===== src/rtl/irq_power_defs.vh =====
`ifndef IRQ_POWER_DEFS_VH
`define IRQ_POWER_DEFS_VH

// Special register addresses
`define ADDR_POWER_MODE   8'h87
`define ADDR_TIMER_IRQ    8'h88
`define ADDR_IRQ_ENABLE   8'ha8
`define ADDR_IRQ_PRIORITY 8'hb8
`define ADDR_EXTRA_EXT    8'hc0

// Reset values
`define RST_POWER_MODE    8'h30
`define RST_CLEARED       8'h00

// Power mode control fields
`define PWR_IDLE_BIT      0
`define PWR_DOWN_BIT      1
`define PWR_KEEP_BIT      4

// Timer/irq control fields (external sources)
`define TIC_TRIG0_BIT     0
`define TIC_FLAG0_BIT     1
`define TIC_TRIG1_BIT     2
`define TIC_FLAG1_BIT     3

// Enable register global enable
`define IEN_GLOBAL_BIT    7

// Extra external irq control fields
`define XC_TRIG2_BIT      0
`define XC_FLAG2_BIT      1
`define XC_EN2_BIT        2
`define XC_PRI2_BIT       3
`define XC_TRIG3_BIT      4
`define XC_FLAG3_BIT      5
`define XC_EN3_BIT        6
`define XC_PRI3_BIT       7

// Vector low bits, vector = {source, 3'b011}
`define VEC_LOW           3'h3

// Machine cycle timing: clocks per cycle, sample slot
`define MC_CLKS           4'hc
`define MC_LAST           4'hb
`define MC_SAMPLE_SLOT    4'h9
`define RST_HOLD_MC       2'h2

`endif


===== src/rtl/reset_filter.v =====
`timescale 1ns/1ps
`default_nettype none
`include "irq_power_defs.vh"

module reset_filter (
    input  wire       clk,
    input  wire       nrst,
    input  wire       reset_pin,
    output reg        pin_reset_reg
);

    reg       sync1_reg;   // First synchroniser stage
    reg       sync2_reg;   // Second synchroniser stage
    reg [3:0] slot_reg;    // Position within machine cycle
    reg [1:0] high_reg;    // Consecutive high samples

    // Two-flop synchroniser for the pin
    always @(posedge clk or negedge nrst) begin
        if (!nrst) begin
            sync1_reg <= 1'b0;
            sync2_reg <= 1'b0;
        end else begin
            sync1_reg <= reset_pin;
            sync2_reg <= sync1_reg;
        end
    end

    // Machine cycle slot counter
    always @(posedge clk or negedge nrst) begin
        if (!nrst) begin
            slot_reg <= 4'h0;
        end else if (slot_reg == `MC_LAST) begin
            slot_reg <= 4'h0;
        end else begin
            slot_reg <= slot_reg + 4'h1;
        end
    end

    // Sample once per cycle, need two highs in a row
    always @(posedge clk or negedge nrst) begin
        if (!nrst) begin
            high_reg      <= 2'h0;
            pin_reset_reg <= 1'b0;
        end else if (slot_reg == `MC_SAMPLE_SLOT) begin
            if (!sync2_reg) begin
                // A low sample drops any glitch
                high_reg      <= 2'h0;
                pin_reset_reg <= 1'b0;
            end else if (high_reg == `RST_HOLD_MC - 2'h1) begin
                high_reg      <= `RST_HOLD_MC;
                pin_reset_reg <= 1'b1;
            end else if (high_reg != `RST_HOLD_MC) begin
                high_reg <= high_reg + 2'h1;
            end
        end
    end

endmodule
`default_nettype wire


===== src/rtl/irq_power_ctrl.v =====
// Contract
// - Idle stops processor clock, peripherals keep running
// - Interrupt taken or reset ends idle
// - Power-down stops all clocks and oscillator
// - Leave power-down by reset or level ext0/1
// - Reset sampled per machine cycle, two cycles
// - Reset pin is deglitched
// - Reset clears registers, power keeps bit four
// - Extra control register at C0, bit access
// - Priority bit selects high level, ext2/3
// - Ext2/3 need own enable bit set
// - Trigger bit one edge, zero level
// - Edge sets flag, service clears it
// - Vectors 03H to 3BH by source
// - Same level polled in order 0 to 7
// - Enable bits gate each of eight sources
// - Port four pins also feed ext2/3
`timescale 1ns/1ps
`default_nettype none
`include "irq_power_defs.vh"

module irq_power_ctrl (
    input  wire       clk,
    input  wire       nrst,
    input  wire       reset_pin,
    input  wire       ext_request_zero_pin_n,
    input  wire       ext_request_one_pin_n,
    input  wire       ext_request_two_pin_n,
    input  wire       ext_request_three_pin_n,
    input  wire       p4_pin_two,
    input  wire       p4_pin_three,
    input  wire       p4_two_gpio,
    input  wire       p4_three_gpio,
    input  wire       timer0_flag,
    input  wire       timer1_flag,
    input  wire       serial_flag,
    input  wire       timer2_flag,
    input  wire [7:0] sfr_addr,
    input  wire [7:0] sfr_wdata,
    input  wire       sfr_wr,
    input  wire [7:0] sfr_bit_addr,
    input  wire       sfr_bit_set,
    input  wire       sfr_bit_clr,
    input  wire       irq_ack,
    input  wire       irq_reti,
    output reg  [7:0] sfr_rdata_reg,
    output reg        sfr_hit_reg,
    output reg        irq_req_reg,
    output reg  [7:0] irq_vector_reg,
    output reg  [7:0] irq_served_reg,
    output reg        cpu_clk_en_reg,
    output reg        osc_enable_reg,
    output reg        core_reset_reg
);

    // Merge a byte or bit write into a register
    function [7:0] merge;
        input [7:0] old;
        input [7:0] base;
        input       bit_ok;
        reg   [7:0] mask;
        begin
            mask = 8'h01 << sfr_bit_addr[2:0];
            if (sfr_wr && sfr_addr == base) begin
                merge = sfr_wdata;
            end else if (bit_ok && sfr_bit_addr[7:3] == base[7:3]
                         && sfr_bit_set) begin
                merge = old | mask;
            end else if (bit_ok && sfr_bit_addr[7:3] == base[7:3]
                         && sfr_bit_clr) begin
                merge = old & ~mask;
            end else begin
                merge = old;
            end
        end
    endfunction

    // Lowest set index, fixed polling order
    function [2:0] first_idx;
        input [7:0] vec;
        integer     k;
        begin
            first_idx = 3'h0;
            for (k = 7; k >= 0; k = k - 1) begin
                if (vec[k]) begin
                    first_idx = k[2:0];
                end
            end
        end
    endfunction

    wire       pin_reset;      // Filtered reset from pin
    reg  [7:0] pwr_reg;        // Power mode control
    reg  [7:0] tic_reg;        // Timer/irq control
    reg  [7:0] ien_reg;        // Enable mask
    reg  [7:0] ipr_reg;        // Priority select
    reg  [7:0] xc_reg;         // Extra ext irq control
    reg  [3:0] pin_s1_reg;     // Pin sync stage one
    reg  [3:0] pin_s2_reg;     // Pin sync stage two
    reg  [1:0] p4_s1_reg;      // Port pin sync stage one
    reg  [1:0] p4_s2_reg;      // Port pin sync stage two
    reg  [3:0] pin_old_reg;    // Previous combined level
    reg        act_hi_reg;     // High level routine active
    reg        act_lo_reg;     // Low level routine active
    reg  [2:0] cur_src_reg;    // Source being offered
    reg        cur_hi_reg;     // Level being offered

    reg  [7:0] pwr_w;          // Values after software write
    reg  [7:0] tic_w;
    reg  [7:0] ien_w;
    reg  [7:0] ipr_w;
    reg  [7:0] xc_w;
    reg  [3:0] pin_lvl;        // Combined active-low levels
    reg  [3:0] trig;           // Edge mode per ext source
    reg  [3:0] flag_sw;        // Flags after write
    reg  [3:0] srv_clr;        // Service clears per ext source
    reg  [3:0] flag_next;      // Next ext flag values
    reg  [7:0] pend;           // Enabled pending sources
    reg  [7:0] pri;            // Priority per source
    reg  [7:0] pend_hi;
    reg  [7:0] pend_lo;
    reg        take_hi;
    reg        take_lo;
    reg        req_next;
    reg  [2:0] src_next;
    reg        wake_pd;
    reg  [7:0] pwr_next;
    reg  [7:0] rd_next;
    reg        hit_next;
    integer    i;

    // Filtered, cycle-sampled reset pin
    reset_filter u_reset_filter (
        .clk           (clk),
        .nrst          (nrst),
        .reset_pin     (reset_pin),
        .pin_reset_reg (pin_reset)
    );

    // Two-flop synchronisers on request pins
    always @(posedge clk or negedge nrst) begin
        if (!nrst) begin
            pin_s1_reg <= 4'hf;
            pin_s2_reg <= 4'hf;
            p4_s1_reg  <= 2'h3;
            p4_s2_reg  <= 2'h3;
        end else begin
            pin_s1_reg <= {ext_request_three_pin_n,
                           ext_request_two_pin_n,
                           ext_request_one_pin_n,
                           ext_request_zero_pin_n};
            pin_s2_reg <= pin_s1_reg;
            p4_s1_reg  <= {p4_pin_two, p4_pin_three};
            p4_s2_reg  <= p4_s1_reg;
        end
    end

    // Software view, flags and arbitration
    always @* begin
        pwr_w = merge(pwr_reg, `ADDR_POWER_MODE, 1'b0);
        tic_w = merge(tic_reg, `ADDR_TIMER_IRQ, 1'b1);
        ien_w = merge(ien_reg, `ADDR_IRQ_ENABLE, 1'b1);
        ipr_w = merge(ipr_reg, `ADDR_IRQ_PRIORITY, 1'b1);
        xc_w  = merge(xc_reg, `ADDR_EXTRA_EXT, 1'b1);
        // Port pins in I/O mode share the ext2/ext3 request lines
        pin_lvl[0] = pin_s2_reg[0];
        pin_lvl[1] = pin_s2_reg[1];
        pin_lvl[2] = pin_s2_reg[2]
                   & (p4_s2_reg[0] | ~p4_three_gpio);
        pin_lvl[3] = pin_s2_reg[3]
                   & (p4_s2_reg[1] | ~p4_two_gpio);
        trig    = {xc_reg[`XC_TRIG3_BIT], xc_reg[`XC_TRIG2_BIT],
                   tic_reg[`TIC_TRIG1_BIT], tic_reg[`TIC_TRIG0_BIT]};
        flag_sw = {xc_w[`XC_FLAG3_BIT], xc_w[`XC_FLAG2_BIT],
                   tic_w[`TIC_FLAG1_BIT], tic_w[`TIC_FLAG0_BIT]};
        // Accepted service of an ext source
        srv_clr = 4'h0;
        if (irq_ack && irq_req_reg) begin
            srv_clr = {cur_src_reg == 3'h7, cur_src_reg == 3'h6,
                       cur_src_reg == 3'h2, cur_src_reg == 3'h0};
        end
        for (i = 0; i < 4; i = i + 1) begin
            if (trig[i]) begin
                // Falling edge wins over any clear
                flag_next[i] = (pin_old_reg[i] & ~pin_lvl[i])
                             | (flag_sw[i] & ~srv_clr[i]);
            end else begin
                flag_next[i] = ~pin_lvl[i];
            end
        end
        pend = {xc_reg[`XC_FLAG3_BIT], xc_reg[`XC_FLAG2_BIT],
                timer2_flag, serial_flag, timer1_flag,
                tic_reg[`TIC_FLAG1_BIT], timer0_flag,
                tic_reg[`TIC_FLAG0_BIT]}
             & {xc_reg[`XC_EN3_BIT], xc_reg[`XC_EN2_BIT],
                ien_reg[5:0]}
             & {8{ien_reg[`IEN_GLOBAL_BIT]}};
        pri  = {xc_reg[`XC_PRI3_BIT], xc_reg[`XC_PRI2_BIT],
                ipr_reg[5:0]};
        pend_hi = pend & pri;
        pend_lo = pend & ~pri;
        // Only a higher level may interrupt a running routine
        take_hi = (pend_hi != 8'h00) && !act_hi_reg;
        take_lo = (pend_lo != 8'h00) && !act_hi_reg
                  && !act_lo_reg;
        req_next = (take_hi || take_lo) && !irq_ack;
        src_next = take_hi ? first_idx(pend_hi) : first_idx(pend_lo);
        // Level-triggered ext0/ext1 may end power-down
        wake_pd = ien_reg[`IEN_GLOBAL_BIT]
                  && ((ien_reg[0] && !trig[0] && !pin_lvl[0])
                   || (ien_reg[2] && !trig[1] && !pin_lvl[1]));
        pwr_next = pwr_w;
        if (req_next) begin
            pwr_next[`PWR_IDLE_BIT] = 1'b0;
        end
        if (wake_pd) begin
            pwr_next[`PWR_DOWN_BIT] = 1'b0;
        end
        // Register read mux
        hit_next = 1'b1;
        case (sfr_addr)
            `ADDR_POWER_MODE: begin
                rd_next = pwr_reg;
            end
            `ADDR_TIMER_IRQ: begin
                rd_next = tic_reg;
            end
            `ADDR_IRQ_ENABLE: begin
                rd_next = ien_reg;
            end
            `ADDR_IRQ_PRIORITY: begin
                rd_next = ipr_reg;
            end
            `ADDR_EXTRA_EXT: begin
                rd_next = xc_reg;
            end
            default: begin
                rd_next  = 8'h00;
                hit_next = 1'b0;
            end
        endcase
    end

    // Register file, cleared again by pin reset
    always @(posedge clk or negedge nrst) begin
        if (!nrst) begin
            pwr_reg     <= `RST_POWER_MODE;
            tic_reg     <= `RST_CLEARED;
            ien_reg     <= `RST_CLEARED;
            ipr_reg     <= `RST_CLEARED;
            xc_reg      <= `RST_CLEARED;
            pin_old_reg <= 4'hf;
        end else if (pin_reset) begin
            // Power register keeps its bit four
            pwr_reg     <= pwr_reg & (8'h01 << `PWR_KEEP_BIT);
            tic_reg     <= `RST_CLEARED;
            ien_reg     <= `RST_CLEARED;
            ipr_reg     <= `RST_CLEARED;
            xc_reg      <= `RST_CLEARED;
            pin_old_reg <= 4'hf;
        end else begin
            pwr_reg     <= pwr_next;
            tic_reg     <= tic_w;
            tic_reg[`TIC_FLAG0_BIT] <= flag_next[0];
            tic_reg[`TIC_FLAG1_BIT] <= flag_next[1];
            ien_reg     <= ien_w;
            ipr_reg     <= ipr_w;
            xc_reg      <= xc_w;
            xc_reg[`XC_FLAG2_BIT]   <= flag_next[2];
            xc_reg[`XC_FLAG3_BIT]   <= flag_next[3];
            pin_old_reg <= pin_lvl;
        end
    end

    // Request offer, acceptance and nesting
    always @(posedge clk or negedge nrst) begin
        if (!nrst) begin
            irq_req_reg    <= 1'b0;
            irq_vector_reg <= 8'h00;
            irq_served_reg <= 8'h00;
            cur_src_reg    <= 3'h0;
            cur_hi_reg     <= 1'b0;
            act_hi_reg     <= 1'b0;
            act_lo_reg     <= 1'b0;
        end else if (pin_reset) begin
            irq_req_reg    <= 1'b0;
            irq_vector_reg <= 8'h00;
            irq_served_reg <= 8'h00;
            cur_src_reg    <= 3'h0;
            cur_hi_reg     <= 1'b0;
            act_hi_reg     <= 1'b0;
            act_lo_reg     <= 1'b0;
        end else begin
            irq_req_reg    <= req_next;
            irq_served_reg <= 8'h00;
            if (req_next) begin
                cur_src_reg    <= src_next;
                cur_hi_reg     <= take_hi;
                irq_vector_reg <= {2'b00, src_next, `VEC_LOW};
            end
            if (irq_ack && irq_req_reg) begin
                // Pulse tells the owning block its flag was served
                irq_served_reg <= 8'h01 << cur_src_reg;
                if (cur_hi_reg) begin
                    act_hi_reg <= 1'b1;
                end else begin
                    act_lo_reg <= 1'b1;
                end
            end else if (irq_reti) begin
                // Return closes the innermost level
                if (act_hi_reg) begin
                    act_hi_reg <= 1'b0;
                end else begin
                    act_lo_reg <= 1'b0;
                end
            end
        end
    end

    // Clock gating, read data and core reset
    always @(posedge clk or negedge nrst) begin
        if (!nrst) begin
            cpu_clk_en_reg <= 1'b1;
            osc_enable_reg <= 1'b1;
            core_reset_reg <= 1'b1;
            sfr_rdata_reg  <= 8'h00;
            sfr_hit_reg    <= 1'b0;
        end else begin
            core_reset_reg <= pin_reset;
            sfr_rdata_reg  <= rd_next;
            sfr_hit_reg    <= hit_next;
            if (pin_reset) begin
                cpu_clk_en_reg <= 1'b1;
                osc_enable_reg <= 1'b1;
            end else begin
                // Idle or power-down stops the processor clock
                cpu_clk_en_reg <= !pwr_next[`PWR_IDLE_BIT]
                               && !pwr_next[`PWR_DOWN_BIT];
                // Power-down also stops the oscillator
                osc_enable_reg <= !pwr_next[`PWR_DOWN_BIT];
            end
        end
    end

endmodule
`default_nettype wire


===== config.mk =====
export PLATFORM = sky130hd
export DESIGN_NAME = irq_power_ctrl
export DESIGN_NICKNAME = d
export VERILOG_FILES = /design/src/rtl/reset_filter.v /design/src/rtl/irq_power_ctrl.v
export VERILOG_INCLUDE_DIRS = /design/src /design/src/rtl
export SDC_FILE = /design/constraint.sdc
export NUM_CORES = 1
export LEC_CHECK = 0
export BUFFER_PORTS_ARGS = -buffer_cell sky130_fd_sc_hd__buf_2
export CORE_MARGIN = 2
export CORE_UTILIZATION = 58
export DETAILED_ROUTE_END_ITERATION = 8
export PLACE_DENSITY = 0.81
export SLEW_MARGIN = 5
export SYNTH_ARGS = -nofsm -noshare
export SYNTH_HDL_FRONTEND = slang
export SYNTH_SLANG_ARGS = --single-unit

===== constraint.sdc =====
create_clock -name clk -period 2.2 [get_ports clk]
set_clock_uncertainty 0.1 [all_clocks]
set_input_delay 0.44 -clock clk [delete_from_list [all_inputs] [get_ports clk]]
set_output_delay 0.44 -clock clk [all_outputs]
set_load 0.05 [all_outputs]

==> flow_summary.yaml <==
detailed_routing:
  routed_wl_um: 14300
  wl_per_cell_um: 20.1
  ant_nets: 0
  drt_iter0_drc: 421
  dr.pass1.iters: 6
  viasPerCell: 6.60
  drc_errors: 0
  dr_total_vias: 4692
sta:
  timing_hold_violations_final: 8
  rsz0062_at_grt: "no"
  whs_ns: -0.0491
  fin_crit_sh_pct: 92.3
  worst_pin_slew_ns: 0.518
  finalSetupViolations: 0
  drv_slew: 0
  fmax_ghz: 0.493
  worst_slack_ns: 0.170
  fin_crit_ns: 2.03
  maxSlewHeadroom_pct: 65.2
grt:
  grt_pass1_wl_um: 23400
  grt_pass1_vias: 4489
  grt-ovfl-total: 0
  gr-usage-all-layers_pct: 30.8
  antenna_found_initial: 0
  grt_max_degree: 94
floorplanning:
  initial_core_util_pct: 59.1
  num_rows: 34
  core_um2: 8640
  pin_count: 73
  die_w_um: 97.8
  die_area_um2: 9560
  die_h_um: 97.8
pwr:
  ir_drop_mv: 0.490
  power_density_nw_per_um2: 620
  power_leakage_nw: 2.67
worst_setup_path:
  critical_path.cell_chain: "and4b_1 > o41ai_4 > nand2_2 > o31a_1"
  worstSetupPathType: "reg2reg"
  critical_path_arrival_ns: 2.24
  cp_slowest_cell: "dfrtp_2"
  start_kind: "flop"
  critPathMaxStageDelay_ns: 0.56
  worst_ep_required_time_ns: 2.41
  path_max_fanout: 22
  cp-end-kind: "flop"
placed_design:
  dp_cells: 695
  portBuffers: 69
  post-place-ws_ns: -0.0120
  place_congestion: 0.927
  place_hpwl_um: 10300
worst_hold_path:
  hold_class: "in2async"
clock_tree:
  postCtsSetupBuffers: 0
  cts.path.max_buffers: 2
  htree_levels: 3
  clk_latency_ns: 0.37
  cts_tree: "yes"
  cts_buffers: 9
  clkSinkCount: 93
  cts_hold_buf: 0
  clk_pin_slew_worst_paths_ns: 0.10
  root_buffer: "clkbuf_8"
synth:
  synthArstFlopShare_pct: 100
  synth-edff-count: 0
  synth-seq-cells: 93
  netlist.area_leader.share_pct: 35.3
  syn_area_um2: 5100
  yosys_warnings: 0
  synth_area_per_cell_um2: 9.77
  synth_top_area_cell: "dfrtp_1"
  yosys-top-cells-area: "dfrtp_1, dfstp_2, a21oi_1"
  yosys.cell_types.count: 75
  netlist_instances: 522
  seq_area_frac_synth_pct: 46.1
  synth_ff_type: "dfrtp_1"
finish:
  nets: 646
  layout.cells.non_filler: 711
  antenna_cells: 0
  drive_gt1_share_pct: 28.0
  area.growth.synth_to_final_pct: 14.3
  n_fill_cell: 719
status:
  outcome: "finished with violations"
  violations: "negative hold slack"
run:
  max-cap-violations: 0
-- logic make-up (layout without fill, tap and decap cells) --
| family | count (synthesis) | in the layout | share of synthesized area (%) |
|---|---|---|---|
| buffers and inverters | 54 | 133 | 5.15 |
| DFF | 93 | 93 | 46.1 |
| adders and majority gates | 4 | 4 | 0.981 |
| xor gates and xnor gates | 1 | 1 | 0.172 |
| other | 1 | 3 | 0.0735 |
| muxes | 13 | 13 | 2.63 |
| and+or+nand+nor | 173 | 173 | 21.3 |
| AOI/OAI and AO/OA | 183 | 183 | 23.5 |
-- metrics by stage --
| step | hold WS (ns) | total power, W | utilization, % | setup TNS, ns | cell area [um^2] |
|---|---|---|---|---|---|
| floorplan | 0.0444 | 0.00226 | - | 0 | 5110 |
| global placement | 0.236 | 0.00247 | 65.2 | 0 | 5630 |
| detailed placement | 0.240 | 0.00250 | 65.2 | -0.0120 | 5630 |
| CTS | 0.0146 | 0.00362 | 67.5 | 0 | 5830 |
| global route | 0.0222 | 0.00375 | 67.5 | 0 | 5830 |
| finish | -0.0491 | 0.00361 | 67.5 | 0 | 5830 |
-- cells in the final DEF (no fill, tap or decap), drive strengths merged, types with 8 or more instances in the layout --
| master | n |
|---|---|
| clkbuf | 9 |
| o21ai | 52 |
| or3 | 9 |
| a211oi | 20 |
| nand3 | 13 |
| a22oi | 8 |
| mux2i | 10 |
| nand4b | 9 |
| nand4 | 16 |
| nor3 | 14 |
| o22ai | 22 |
| nand2 | 29 |
| a21oi | 41 |
| buf | 99 |
| nor2 | 37 |
| inv | 18 |
| o31ai | 9 |
| dfrtp | 72 |
| dfstp | 21 |
-- area by class of cell --
cell class / count / area (um^2) / share of cell area (%)
sequential: 93 / 2350 / 40.4
clock inverter: 7 / 68.8 / 1.18
tap: 108 / 135 / 2.32
timing repair buffer: 99 / 586 / 10.0
multi-input combinational: 377 / 2490 / 42.8
inverter: 18 / 67.6 / 1.16
clock buffer: 9 / 124 / 2.13
-- path summary, 6_finish.rpt --
path | start | slack (ns) | to | depth (start not counted)
min in group clk | p4_pin_two | 0.05 | p4_s1_reg[1] | 1
hold / removal | nrst | -0.05 | ipr_reg[6] | 2
setup / recovery | ien_reg[7] | 0.17 | cpu_clk_en_reg | 4
hold reg to reg | u_reset_filter.sync1_reg | 0.26 | u_reset_filter.sync2_reg | 0
setup reg to reg | ien_reg[7] | 0.17 | cpu_clk_en_reg | 4
max in group asynchronous | nrst | 1.60 | ien_reg[7] | 2
-- layer usage --
metal / vias up / track usage [%] / share of wire (%)
met5: - / 0 / 0
met4: 0 / 12.1 / 2.8
met3: 39 / 5.44 / 9.3
met2: 269 / 47.3 / 46
met1: 2263 / 43.8 / 42
li1: 2121 / - / -
-- synth_stat cells (all sizes together) (10+ instances only) --
cell / count
inv: 15
nand3: 13
dfstp: 21
nor2: 37
dfrtp: 72
nand4: 16
clkbuf: 12
nand2: 29
buf: 24
a211oi: 20
mux2i: 10
a21oi: 41
o22ai: 22
nor3: 14
o21ai: 52
-- worst max-delay path: cells and delay by family (launching register included) --
kind | cells | cell delay [ns]
flops | 1 | 0.56
simple gates | 2 | 0.46
compound gates | 2 | 0.84
-- timing repair --
action	4_1_cts	5_1_grt
gates resized for setup	1	0
pin swaps	0	1
endpoints found under the setup margin	1	1
-- where the power goes --
part	internal, W	switching (W)
Clock	0.000440	0.000694
Sequential	0.00182	0.0000967
Combinational	0.000184	0.000376
Total	0.00245	0.00117
Note: power is estimated with default switching activity, not from simulation.
